**src/shared/t3p_pkg.sv**
```systemverilog
// Purpose: Constants and types shared by the timer/PWM unit and its helpers
// Assumes: 8-bit register bus, one 100 MHz clock
// Notes:   Register offsets are the byte addresses on the plain register port

package t3p_pkg;

  // ---------------------------------------------------------------------------
  // Register offsets
  // ---------------------------------------------------------------------------
  localparam logic [7:0] ADDR_CTRL = 8'hCA;
  localparam logic [7:0] ADDR_CMP  = 8'hCB;
  localparam logic [7:0] ADDR_CNT  = 8'hCC;
  localparam logic [7:0] ADDR_HIGH = 8'hCD;

  // ---------------------------------------------------------------------------
  // Field positions
  // ---------------------------------------------------------------------------
  localparam int CTRL_POL     = 7;
  localparam int CTRL_CASCADE = 6;
  localparam int CTRL_PWM_EN  = 5;
  localparam int CTRL_CAP     = 4;
  localparam int CTRL_CLK_HI  = 3;
  localparam int CTRL_CLK_LO  = 2;
  localparam int CTRL_CONT    = 1;
  localparam int CTRL_START   = 0;
  localparam int HIGH_OE      = 7;
  localparam int HIGH_PER_HI  = 3;
  localparam int HIGH_PER_LO  = 2;
  localparam int HIGH_DUTY_HI = 1;
  localparam int HIGH_DUTY_LO = 0;

  // ---------------------------------------------------------------------------
  // Reset values
  // ---------------------------------------------------------------------------
  localparam logic [7:0] RST_CTRL  = 8'h00;
  localparam logic [7:0] RST_CMP   = 8'hFF;
  localparam logic [7:0] RST_PER   = 8'hFF;
  localparam logic [7:0] RST_DUTY  = 8'h00;
  localparam logic [7:0] RST_CAP   = 8'h00;
  localparam logic [9:0] RST_CNT   = 10'h000;
  localparam logic [4:0] RST_HIGH  = 5'h00;
  localparam logic [7:0] RST_RDATA = 8'h00;

  // ---------------------------------------------------------------------------
  // Clock source codes and prescaler masks
  // ---------------------------------------------------------------------------
  localparam logic [1:0] CLK_FX        = 2'h0;
  localparam logic [1:0] CLK_DIV_A     = 2'h1;
  localparam logic [1:0] CLK_DIV_B     = 2'h2;
  localparam logic [1:0] CLK_NEIGHBOUR = 2'h3;
  localparam logic [7:0] PRESC_MASK_A  = 8'h03;
  localparam logic [7:0] PRESC_MASK_B  = 8'h0F;

  typedef enum logic [2:0] {
    MODE_TIMER   = 3'b001,
    MODE_CAPTURE = 3'b010,
    MODE_PWM     = 3'b100
  } t3p_mode_t;

endpackage

```
**src/shared/t3p_core_if.sv**
```systemverilog
// Purpose: Carries clock-source and PWM signals between the timer core and helpers
// Assumes: All signals live on the one system clock
// Notes:   No clocking; plain nets with three views

`timescale 1ns/1ps

interface t3p_core_if;
  logic [1:0] clk_sel;
  logic       tick;
  logic [9:0] count;
  logic [9:0] duty;
  logic [9:0] period;
  logic       pwm_polarity;
  logic       pwm_level;

  modport core  (output clk_sel, count, duty, period, pwm_polarity, input tick, pwm_level);
  modport presc (input clk_sel, output tick);
  modport pwm   (input count, duty, period, pwm_polarity, output pwm_level);
endinterface

```
**src/hw/t3p_timer.sv**
```systemverilog
// Purpose: 8-bit timer/counter with compare, capture and 10-bit PWM output
// Assumes: Plain register port, one clock, neighbour timer on the same clock
// Notes:   Read data stand in the cycle after the read strobe only
//
// How it works
// Control register, reset zero: polarity, cascade, PWM, capture, clock select, continue, start.
// Write-only compare value, reset all ones; counter match makes the compare event.
// In PWM mode, compare address writes load the period low byte, reset all ones.
// With PWM and capture off, counter address reads return the live count, reset zero.
// Duty low byte, reset zero, written only with PWM enabled; other writes ignored.
// In capture mode the counter address reads the captured count, reset zero.
// High register bit 7 gates the waveform onto the output pin, reset zero.
// The whole high register is write-only and reads back as zero.
// High bits 3:2 extend the period to ten bits.
// High bits 1:0 extend the duty to ten bits.
// Duty equal to period gives the polarity level; zero duty gives the inverse.
// Compare mode toggles the output on every match, a square wave.
// Polarity sets or clears the output on duty match; period end restores.
// Start clears the count, start with continue runs, clear continue pauses, source three uses the enabled neighbour clock.
//
// Local design decision: the plain strobed port.

`timescale 1ns/1ps

module t3p_timer
  import t3p_pkg::*;
(
  // Clock and reset
  input  logic              i_mclk,
  input  logic              i_sys_rst,
  // Register port
  input  logic [7:0]        i_addr,
  input  logic [7:0]        i_wdata,
  input  logic              i_wr,
  input  logic              i_rd,
  output logic [7:0]        o_rdata,
  // Neighbour timer
  input  logic              i_neighbour_tick,
  input  logic              i_neighbour_timer_enable,
  input  logic              i_neighbour_carry,
  input  logic              i_neighbour_match,
  // Capture pin
  input  logic              i_capture_pin,
  // Waveform pin
  output logic              o_waveform_output_pin,
  output logic              o_output_pin_enable
);

  // ---------------------------------------------------------------------------
  // State
  // ---------------------------------------------------------------------------
  typedef struct packed {
    logic [7:0] ctrl;
    logic [7:0] cmp;
    logic [7:0] per_lo;
    logic [7:0] duty_lo;
    logic [4:0] high;
    logic [9:0] cnt;
    logic [7:0] cap;
    logic       toggle;
    logic       wave;
    logic       pin_en;
    logic [7:0] rdata;
    logic       sync1;
    logic       sync2;
    logic       sync3;
    logic       cap_lvl;
  } t3p_state_t;

  t3p_state_t st_reg;
  t3p_state_t st_next;

  t3p_core_if core_if ();

  // ---------------------------------------------------------------------------
  // Helpers
  // ---------------------------------------------------------------------------
  // PWM wins over capture when both are set
  function automatic t3p_mode_t mode_of(input logic [7:0] ctrl);
    if (ctrl[CTRL_PWM_EN]) begin
      return MODE_PWM;
    end else if (ctrl[CTRL_CAP]) begin
      return MODE_CAPTURE;
    end else begin
      return MODE_TIMER;
    end
  endfunction

  function automatic logic hit(input logic [7:0] addr, input logic [7:0] reg_addr);
    return (addr == reg_addr);
  endfunction

  // ---------------------------------------------------------------------------
  // Helper instances
  // ---------------------------------------------------------------------------
  t3p_prescaler u_presc (
    .i_mclk    (i_mclk),
    .i_sys_rst (i_sys_rst),
    .core      (core_if.presc)
  );

  t3p_pwm_gen u_pwm (
    .i_mclk    (i_mclk),
    .i_sys_rst (i_sys_rst),
    .core      (core_if.pwm)
  );

  assign core_if.clk_sel = st_reg.ctrl[CTRL_CLK_HI:CTRL_CLK_LO];
  assign core_if.count   = st_reg.cnt;
  assign core_if.period  = {st_reg.high[HIGH_PER_HI:HIGH_PER_LO], st_reg.per_lo};
  assign core_if.duty    = {st_reg.high[HIGH_DUTY_HI:HIGH_DUTY_LO], st_reg.duty_lo};
  assign core_if.pwm_polarity     = st_reg.ctrl[CTRL_POL];

  // ---------------------------------------------------------------------------
  // Next state
  // ---------------------------------------------------------------------------
  t3p_mode_t  mode;
  logic       run;
  logic       cascade;
  logic       src_tick;
  logic       step;
  logic       match;
  logic       period_end;
  logic       cap_event;
  logic       wr_ctrl;
  logic       wr_cmp;
  logic       wr_cnt;
  logic       wr_high;
  logic [9:0] period;

  always_comb begin
    st_next = st_reg;

    mode    = mode_of(st_reg.ctrl);
    cascade = st_reg.ctrl[CTRL_CASCADE];
    run     = st_reg.ctrl[CTRL_START] & st_reg.ctrl[CTRL_CONT];
    period  = core_if.period;

    wr_ctrl = i_wr & hit(i_addr, ADDR_CTRL);
    wr_cmp  = i_wr & hit(i_addr, ADDR_CMP);
    wr_cnt  = i_wr & hit(i_addr, ADDR_CNT);
    wr_high = i_wr & hit(i_addr, ADDR_HIGH);

    // Neighbour clock only counts while that timer is enabled
    if (core_if.clk_sel == CLK_NEIGHBOUR) begin
      src_tick = i_neighbour_tick & i_neighbour_timer_enable;
    end else begin
      src_tick = core_if.tick;
    end

    // Outside PWM mode a cascaded pair steps on the low timer's carry and matches jointly
    if (cascade && mode != MODE_PWM) begin
      step  = run & i_neighbour_carry;
      match = (st_reg.cnt[7:0] == st_reg.cmp) & i_neighbour_match;
    end else begin
      step  = run & src_tick;
      match = (st_reg.cnt[7:0] == st_reg.cmp);
    end
    period_end = (st_reg.cnt == period);

    // Capture pin: three flops, a rising edge counts once stages two and three agree
    st_next.sync1 = i_capture_pin;
    st_next.sync2 = st_reg.sync1;
    st_next.sync3 = st_reg.sync2;
    cap_event     = 1'b0;
    if (st_reg.sync2 == st_reg.sync3) begin
      st_next.cap_lvl = st_reg.sync3;
      cap_event       = st_reg.sync3 & ~st_reg.cap_lvl;
    end

    // ---------------------------------------------------------------------------
    // Counter
    // ---------------------------------------------------------------------------
    if (step) begin
      unique case (mode)
        MODE_PWM: begin
          if (period_end) begin
            st_next.cnt = RST_CNT;
          end else begin
            st_next.cnt = st_reg.cnt + 10'h001;
          end
        end
        MODE_CAPTURE, MODE_TIMER: begin
          if (match) begin
            st_next.cnt    = RST_CNT;
            st_next.toggle = ~st_reg.toggle;
          end else begin
            st_next.cnt = {2'b00, st_reg.cnt[7:0] + 8'h01};
          end
        end
      endcase
    end

    // Capture keeps running while the counter is paused, so software can
    // still timestamp an edge against a held count
    if (cap_event && mode == MODE_CAPTURE) begin
      st_next.cap = st_reg.cnt[7:0];
    end

    // ---------------------------------------------------------------------------
    // Register writes
    // ---------------------------------------------------------------------------
    if (wr_ctrl) begin
      st_next.ctrl = i_wdata;
      if (i_wdata[CTRL_START]) begin
        st_next.cnt = RST_CNT;
      end
    end

    if (wr_cmp) begin
      if (mode == MODE_PWM) begin
        st_next.per_lo = i_wdata;
      end else begin
        st_next.cmp = i_wdata;
      end
    end

    // Duty writes outside PWM mode are dropped
    if (wr_cnt && mode == MODE_PWM) begin
      st_next.duty_lo = i_wdata;
    end

    if (wr_high) begin
      st_next.high = {i_wdata[HIGH_OE], i_wdata[HIGH_PER_HI:HIGH_DUTY_LO]};
    end

    // ---------------------------------------------------------------------------
    // Waveform pin
    // ---------------------------------------------------------------------------
    st_next.pin_en = st_reg.high[4];
    if (!st_reg.high[4]) begin
      st_next.wave = 1'b0;
    end else if (mode == MODE_PWM) begin
      st_next.wave = core_if.pwm_level;
    end else begin
      st_next.wave = st_reg.toggle;
    end

    // ---------------------------------------------------------------------------
    // Register reads: data stand one cycle, zero otherwise
    // ---------------------------------------------------------------------------
    st_next.rdata = RST_RDATA;
    if (i_rd) begin
      if (hit(i_addr, ADDR_CTRL)) begin
        st_next.rdata = st_reg.ctrl;
      end else if (hit(i_addr, ADDR_CNT)) begin
        unique case (mode)
          MODE_PWM:     st_next.rdata = st_reg.duty_lo;
          MODE_CAPTURE: st_next.rdata = st_reg.cap;
          MODE_TIMER:   st_next.rdata = st_reg.cnt[7:0];
        endcase
      end else begin
        // Compare, period and high register are write-only
        st_next.rdata = RST_RDATA;
      end
    end
  end

  // ---------------------------------------------------------------------------
  // Registers
  // ---------------------------------------------------------------------------
  always_ff @(posedge i_mclk or posedge i_sys_rst) begin
    if (i_sys_rst) begin
      st_reg.ctrl    <= RST_CTRL;
      st_reg.cmp     <= RST_CMP;
      st_reg.per_lo  <= RST_PER;
      st_reg.duty_lo <= RST_DUTY;
      st_reg.high    <= RST_HIGH;
      st_reg.cnt     <= RST_CNT;
      st_reg.cap     <= RST_CAP;
      st_reg.toggle  <= 1'b0;
      st_reg.wave    <= 1'b0;
      st_reg.pin_en  <= 1'b0;
      st_reg.rdata   <= RST_RDATA;
      st_reg.sync1   <= 1'b0;
      st_reg.sync2   <= 1'b0;
      st_reg.sync3   <= 1'b0;
      st_reg.cap_lvl <= 1'b0;
    end else begin
      st_reg <= st_next;
    end
  end

  // ---------------------------------------------------------------------------
  // Outputs
  // ---------------------------------------------------------------------------
  assign o_rdata               = st_reg.rdata;
  assign o_waveform_output_pin = st_reg.wave;
  assign o_output_pin_enable   = st_reg.pin_en;

endmodule

```
**src/hw/t3p_prescaler.sv**
```systemverilog
// Purpose: Divides the system clock into a one-cycle count tick
// Assumes: Select code comes from the timer core
// Notes:   Neighbour source gives no tick here; the core supplies it

`timescale 1ns/1ps

module t3p_prescaler
  import t3p_pkg::*;
(
  // Clock and reset
  input  logic              i_mclk,
  input  logic              i_sys_rst,
  // Core link
  t3p_core_if.presc         core
);

  typedef struct packed {
    logic [7:0] div;
    logic       tick;
  } t3p_presc_state_t;

  t3p_presc_state_t st_reg;
  t3p_presc_state_t st_next;

  always_comb begin
    st_next     = st_reg;
    st_next.div = st_reg.div + 8'h01;
    unique case (core.clk_sel)
      CLK_FX:        st_next.tick = 1'b1;
      CLK_DIV_A:     st_next.tick = ((st_reg.div & PRESC_MASK_A) == PRESC_MASK_A);
      CLK_DIV_B:     st_next.tick = ((st_reg.div & PRESC_MASK_B) == PRESC_MASK_B);
      CLK_NEIGHBOUR: st_next.tick = 1'b0;
    endcase
  end

  always_ff @(posedge i_mclk or posedge i_sys_rst) begin
    if (i_sys_rst) begin
      st_reg <= '0;
    end else begin
      st_reg <= st_next;
    end
  end

  assign core.tick = st_reg.tick;

endmodule

```
**src/hw/t3p_pwm_gen.sv**
```systemverilog
// Purpose: Works out the registered 10-bit PWM level from count, duty and period
// Assumes: Core wraps the count to zero after it reaches the period
// Notes:   Equal duty and period, and zero duty, give steady levels

`timescale 1ns/1ps

module t3p_pwm_gen
  import t3p_pkg::*;
(
  // Clock and reset
  input  logic              i_mclk,
  input  logic              i_sys_rst,
  // Core link
  t3p_core_if.pwm           core
);

  typedef struct packed {
    logic level;
  } t3p_pwm_state_t;

  t3p_pwm_state_t st_reg;
  t3p_pwm_state_t st_next;

  always_comb begin
    st_next = st_reg;
    if (core.duty == core.period) begin
      st_next.level = core.pwm_polarity;
    end else if (core.duty == 10'h000) begin
      st_next.level = ~core.pwm_polarity;
    end else if (core.count >= core.duty) begin
      // Past the duty match: set for positive, clear for negative
      st_next.level = core.pwm_polarity;
    end else begin
      st_next.level = ~core.pwm_polarity;
    end
  end

  always_ff @(posedge i_mclk or posedge i_sys_rst) begin
    if (i_sys_rst) begin
      st_reg <= '0;
    end else begin
      st_reg <= st_next;
    end
  end

  assign core.pwm_level = st_reg.level;

endmodule

```
**config.mk**
```make
export PLATFORM = sky130hd
export DESIGN_NAME = t3p_timer
export DESIGN_NICKNAME = d
export VERILOG_FILES = /design/src/shared/t3p_pkg.sv /design/src/shared/t3p_core_if.sv /design/src/hw/t3p_timer.sv /design/src/hw/t3p_prescaler.sv /design/src/hw/t3p_pwm_gen.sv
export SDC_FILE = /design/constraint.sdc
export NUM_CORES = 1
export LEC_CHECK = 0
export BUFFER_PORTS_ARGS = -buffer_cell sky130_fd_sc_hd__buf_2
export CORE_AREA = 2 2 77 108
export DETAILED_ROUTE_END_ITERATION = 12
export DIE_AREA = 0 0 79 110
export PLACE_DENSITY = 0.76
export SYNTH_ARGS = -nofsm -noshare
export SYNTH_HDL_FRONTEND = slang
export SYNTH_SLANG_ARGS = --single-unit
```
**constraint.sdc**
```tcl
create_clock -name i_mclk -period 2.28 [get_ports i_mclk]
set_clock_uncertainty 0.1 [all_clocks]
set_input_delay 0.456 -clock i_mclk [delete_from_list [all_inputs] [get_ports i_mclk]]
set_output_delay 0.456 -clock i_mclk [all_outputs]
set_load 0.03 [all_outputs]
```
==> results.md <==
* Slew Viols, Final at 0
* Initial antenna violation count at 0
* R2r worst-path depth at 5
* Max reg flops at 23
* Die Ht at 110 µm
* Max cap viols at 0
* Worst skew pair latency at 0.36 ns
* Clock tree sinks at 76
* Power, Total at about 0.0028 W
* GRT overflow at 0
* First-pass GRT wire length at 14.8 mm
* Slew margin rel. at 0.647
* Worst hold-check path type: input port to asynchronous set/reset pin
* Largest net degree at the start of global routing at 40
* Vias post-DR at between 2k and 3k
* P_leak at between 2 and 2.5 nW
* IO buf count at 34
* Cell Pwr Density at 602 mW/mm²
* Yosys reg bits at 76
* FF+latch area at roughly 0.0019 mm²
* RSZ-0062 raised after global routing: no
* Maximum vdd drop at 0.000512 V
* Core ar. at 0.00770 mm²
* Number of flops mapped to enable cells by yosys at 0
* Core Rows at 38
* Setup TNS at 0 ns
* FMAX at 0.489 GHz
* Worst-path fanout max at 9
* Area of the multi-input gates at 0.00193 mm²
* Mapped Area at 0.00405 mm²
* GRT Util Overall at 0.234
* WP data required at 2.41 ns
* Primary FF master, synth: dfrtp_1
* Vias in the first global route at approximately 2.9k
* Slew @ Worst Pin at 0.526 ns
* Number of diodes at 0
* Die W at 79 µm
* Final wirelength at between 9 and 10 mm
* Postcts setup bufs at 0
* First drt pass iteration count at 6
* Post-CTS sizing at 0
* CTS tree: done
* I/O pin count at 35
* Syn Nets at 380
* Worst R2R Start: core_if.count[6]
* CP startpoint kind: register
* Status: completed
* Mean Syn Cell Area at 11.8 µm²
* Area Growth Syn to Fin at 12.8%
* Main area contributors after synthesis: dfrtp_1 (37%), dfstp_2 (10%), mux2_2 (9.2%), xor2_1 (5.8%), ha_1 (3.7%)
* Starting Density at 0.526
* Clk buf depth at 2
* Area of the die at 0.00869 mm²
* Filler instances at 668
* Clk root buf: clkbuf_8
* CTS clk-pin slew, worst paths at 0.07 ns
* Final Wtd Congestion at 0.952
* Place WS at between 0.2 and 0.25 ns
* Yosys cell types at 54
* Endpoints failing setup at 0
* Hold Vio Cnt, Final at 0
* CP Class: register to register
* Iter 0 DRT Violations at 228
* Layout cells sized above 1 at 0.354
* CTS H-Tree Depth at 3
* CTS Buf Count at 9
* Vias per std cell at 5.59
* Post-synth top area share at 0.370
* Min Tclk post-route at 2.04 ns
* DP Wirelength at 7.09 mm
* Hold buffers post-CTS at 0
* Slack of the critical path at 0.237 ns
* Average wire per standard cell at 18.6 µm
* Synth area leader: dfrtp_1
* Period utilisation layout at 0.896
* DRC at 0
* R2r endpoint: core_if.count[7]
* Total Nets Final at between 400 and 500
* Register area share after synthesis at 0.474
* Mapped Cells at about 340
* Synth warn at 0
* Crit path DAT at about 2.2 ns
* FF-to-FF setup slack at 0.24 ns
* WHS at 0.103 ns
* Antenna-violating nets left at 0
* Critical Path End Type: register
* Post-synth ARST share at 1.00
[report_power, final]
group	internal, W	leakage (nW)	switching, W
logic	0.0000747	1.12	0.000109
registers	0.00138	0.969	0.0000280
clock network	0.000673	0.110	0.000482
total	0.00213	2.20	0.000619
[cells in the mapped netlist, drive strengths merged (9+ instances only)]
master / count
nand2: 15
nor3: 16
dfstp: 16
nand4: 13
buf: 17
mux2i: 9
ha: 12
nor2b: 10
mux2: 42
xnor2: 13
inv: 17
dfrtp: 60
o21ai: 11
xor2: 27
[cell type report]
cell class	instances	area share
multi-input combinational	230	0.423
sequential	76	0.420
timing repair buffer	51	0.0651
clock buffer	12	0.0339
tap	100	0.0274
clock inverter	4	0.0156
inverter	17	0.0148
[routing by layer]
| metal | routed length (µm) | part of all wire | track usage | vias up |
|---|---|---|---|---|
| li1 | - | - | - | 1290 |
| met1 | 3570 | 0.39 | 0.270 | 1351 |
| met2 | 4780 | 0.52 | 0.392 | 68 |
| met3 | 379 | 0.042 | 0.0423 | 32 |
| met4 | 392 | 0.043 | 0.163 | 0 |
| met5 | 0 | 0 | 0 | - |
[through the flow]
step                utilization  std cells  instance area (µm²)
floorplan                     -        343                 4060
global placement          0.564        474                 4350
detailed placement        0.564        474                 4350
CTS                       0.594        490                 4570
global route              0.594        490                 4570
finish                    0.594        490                 4570
[layout by cell type, fill, tap and decap left out, drive strengths merged, types with 4 or more instances in the layout]
master  synthesis  final
dfrtp          60     60
buf            17     51
mux2           42     42
xor2           27     27
inv            17     16
dfstp          16     16
nor3           16     16
nand2          15     15
xnor2          13     13
nand4          13     13
ha             12     12
clkbuf          3     12
o21ai          11     11
nor2b          10     10
mux2i           9      9
a22oi           7      7
nor2            7      7
nand3           6      6
nor4            5      5
nand2b          4      4
a211oi          4      4
and3            4      4
[worst max-delay path by stage]
| stage | start | to | slack (ns) | depth (start not counted) |
|---|---|---|---|---|
| final | core_if.count[6] | core_if.count[7] | 0.24 | 5 |
| after floorplan | i_addr[4] | core_if.duty[0] | 0.27 | 6 |
| after CTS | core_if.count[2] | core_if.count[7] | 0.28 | 6 |
| after detailed placement | i_addr[4] | core_if.period[1] | 0.21 | 5 |
| after global routing | core_if.count[2] | core_if.count[7] | 0.12 | 6 |
| after global placement | i_addr[4] | core_if.period[7] | 0.22 | 5 |
[cells by family after synthesis]
family,Yosys count,synth area share
buf+inv,37,0.0491
flops,76,0.474
xor+xnor,40,0.0864
compound gates,35,0.0605
simple gates,91,0.144
fa+ha+maj,13,0.0395
mux,51,0.146
[worst max-delay path: stages (launching register included)]
cell and delay, ns:
dfrtp_1 0.55, xor2_1 0.23, nor4_1 0.39, nand4_1 0.16
a21boi_2 0.38, nor3_1 0.11
(Power assumes the default switching activity.)
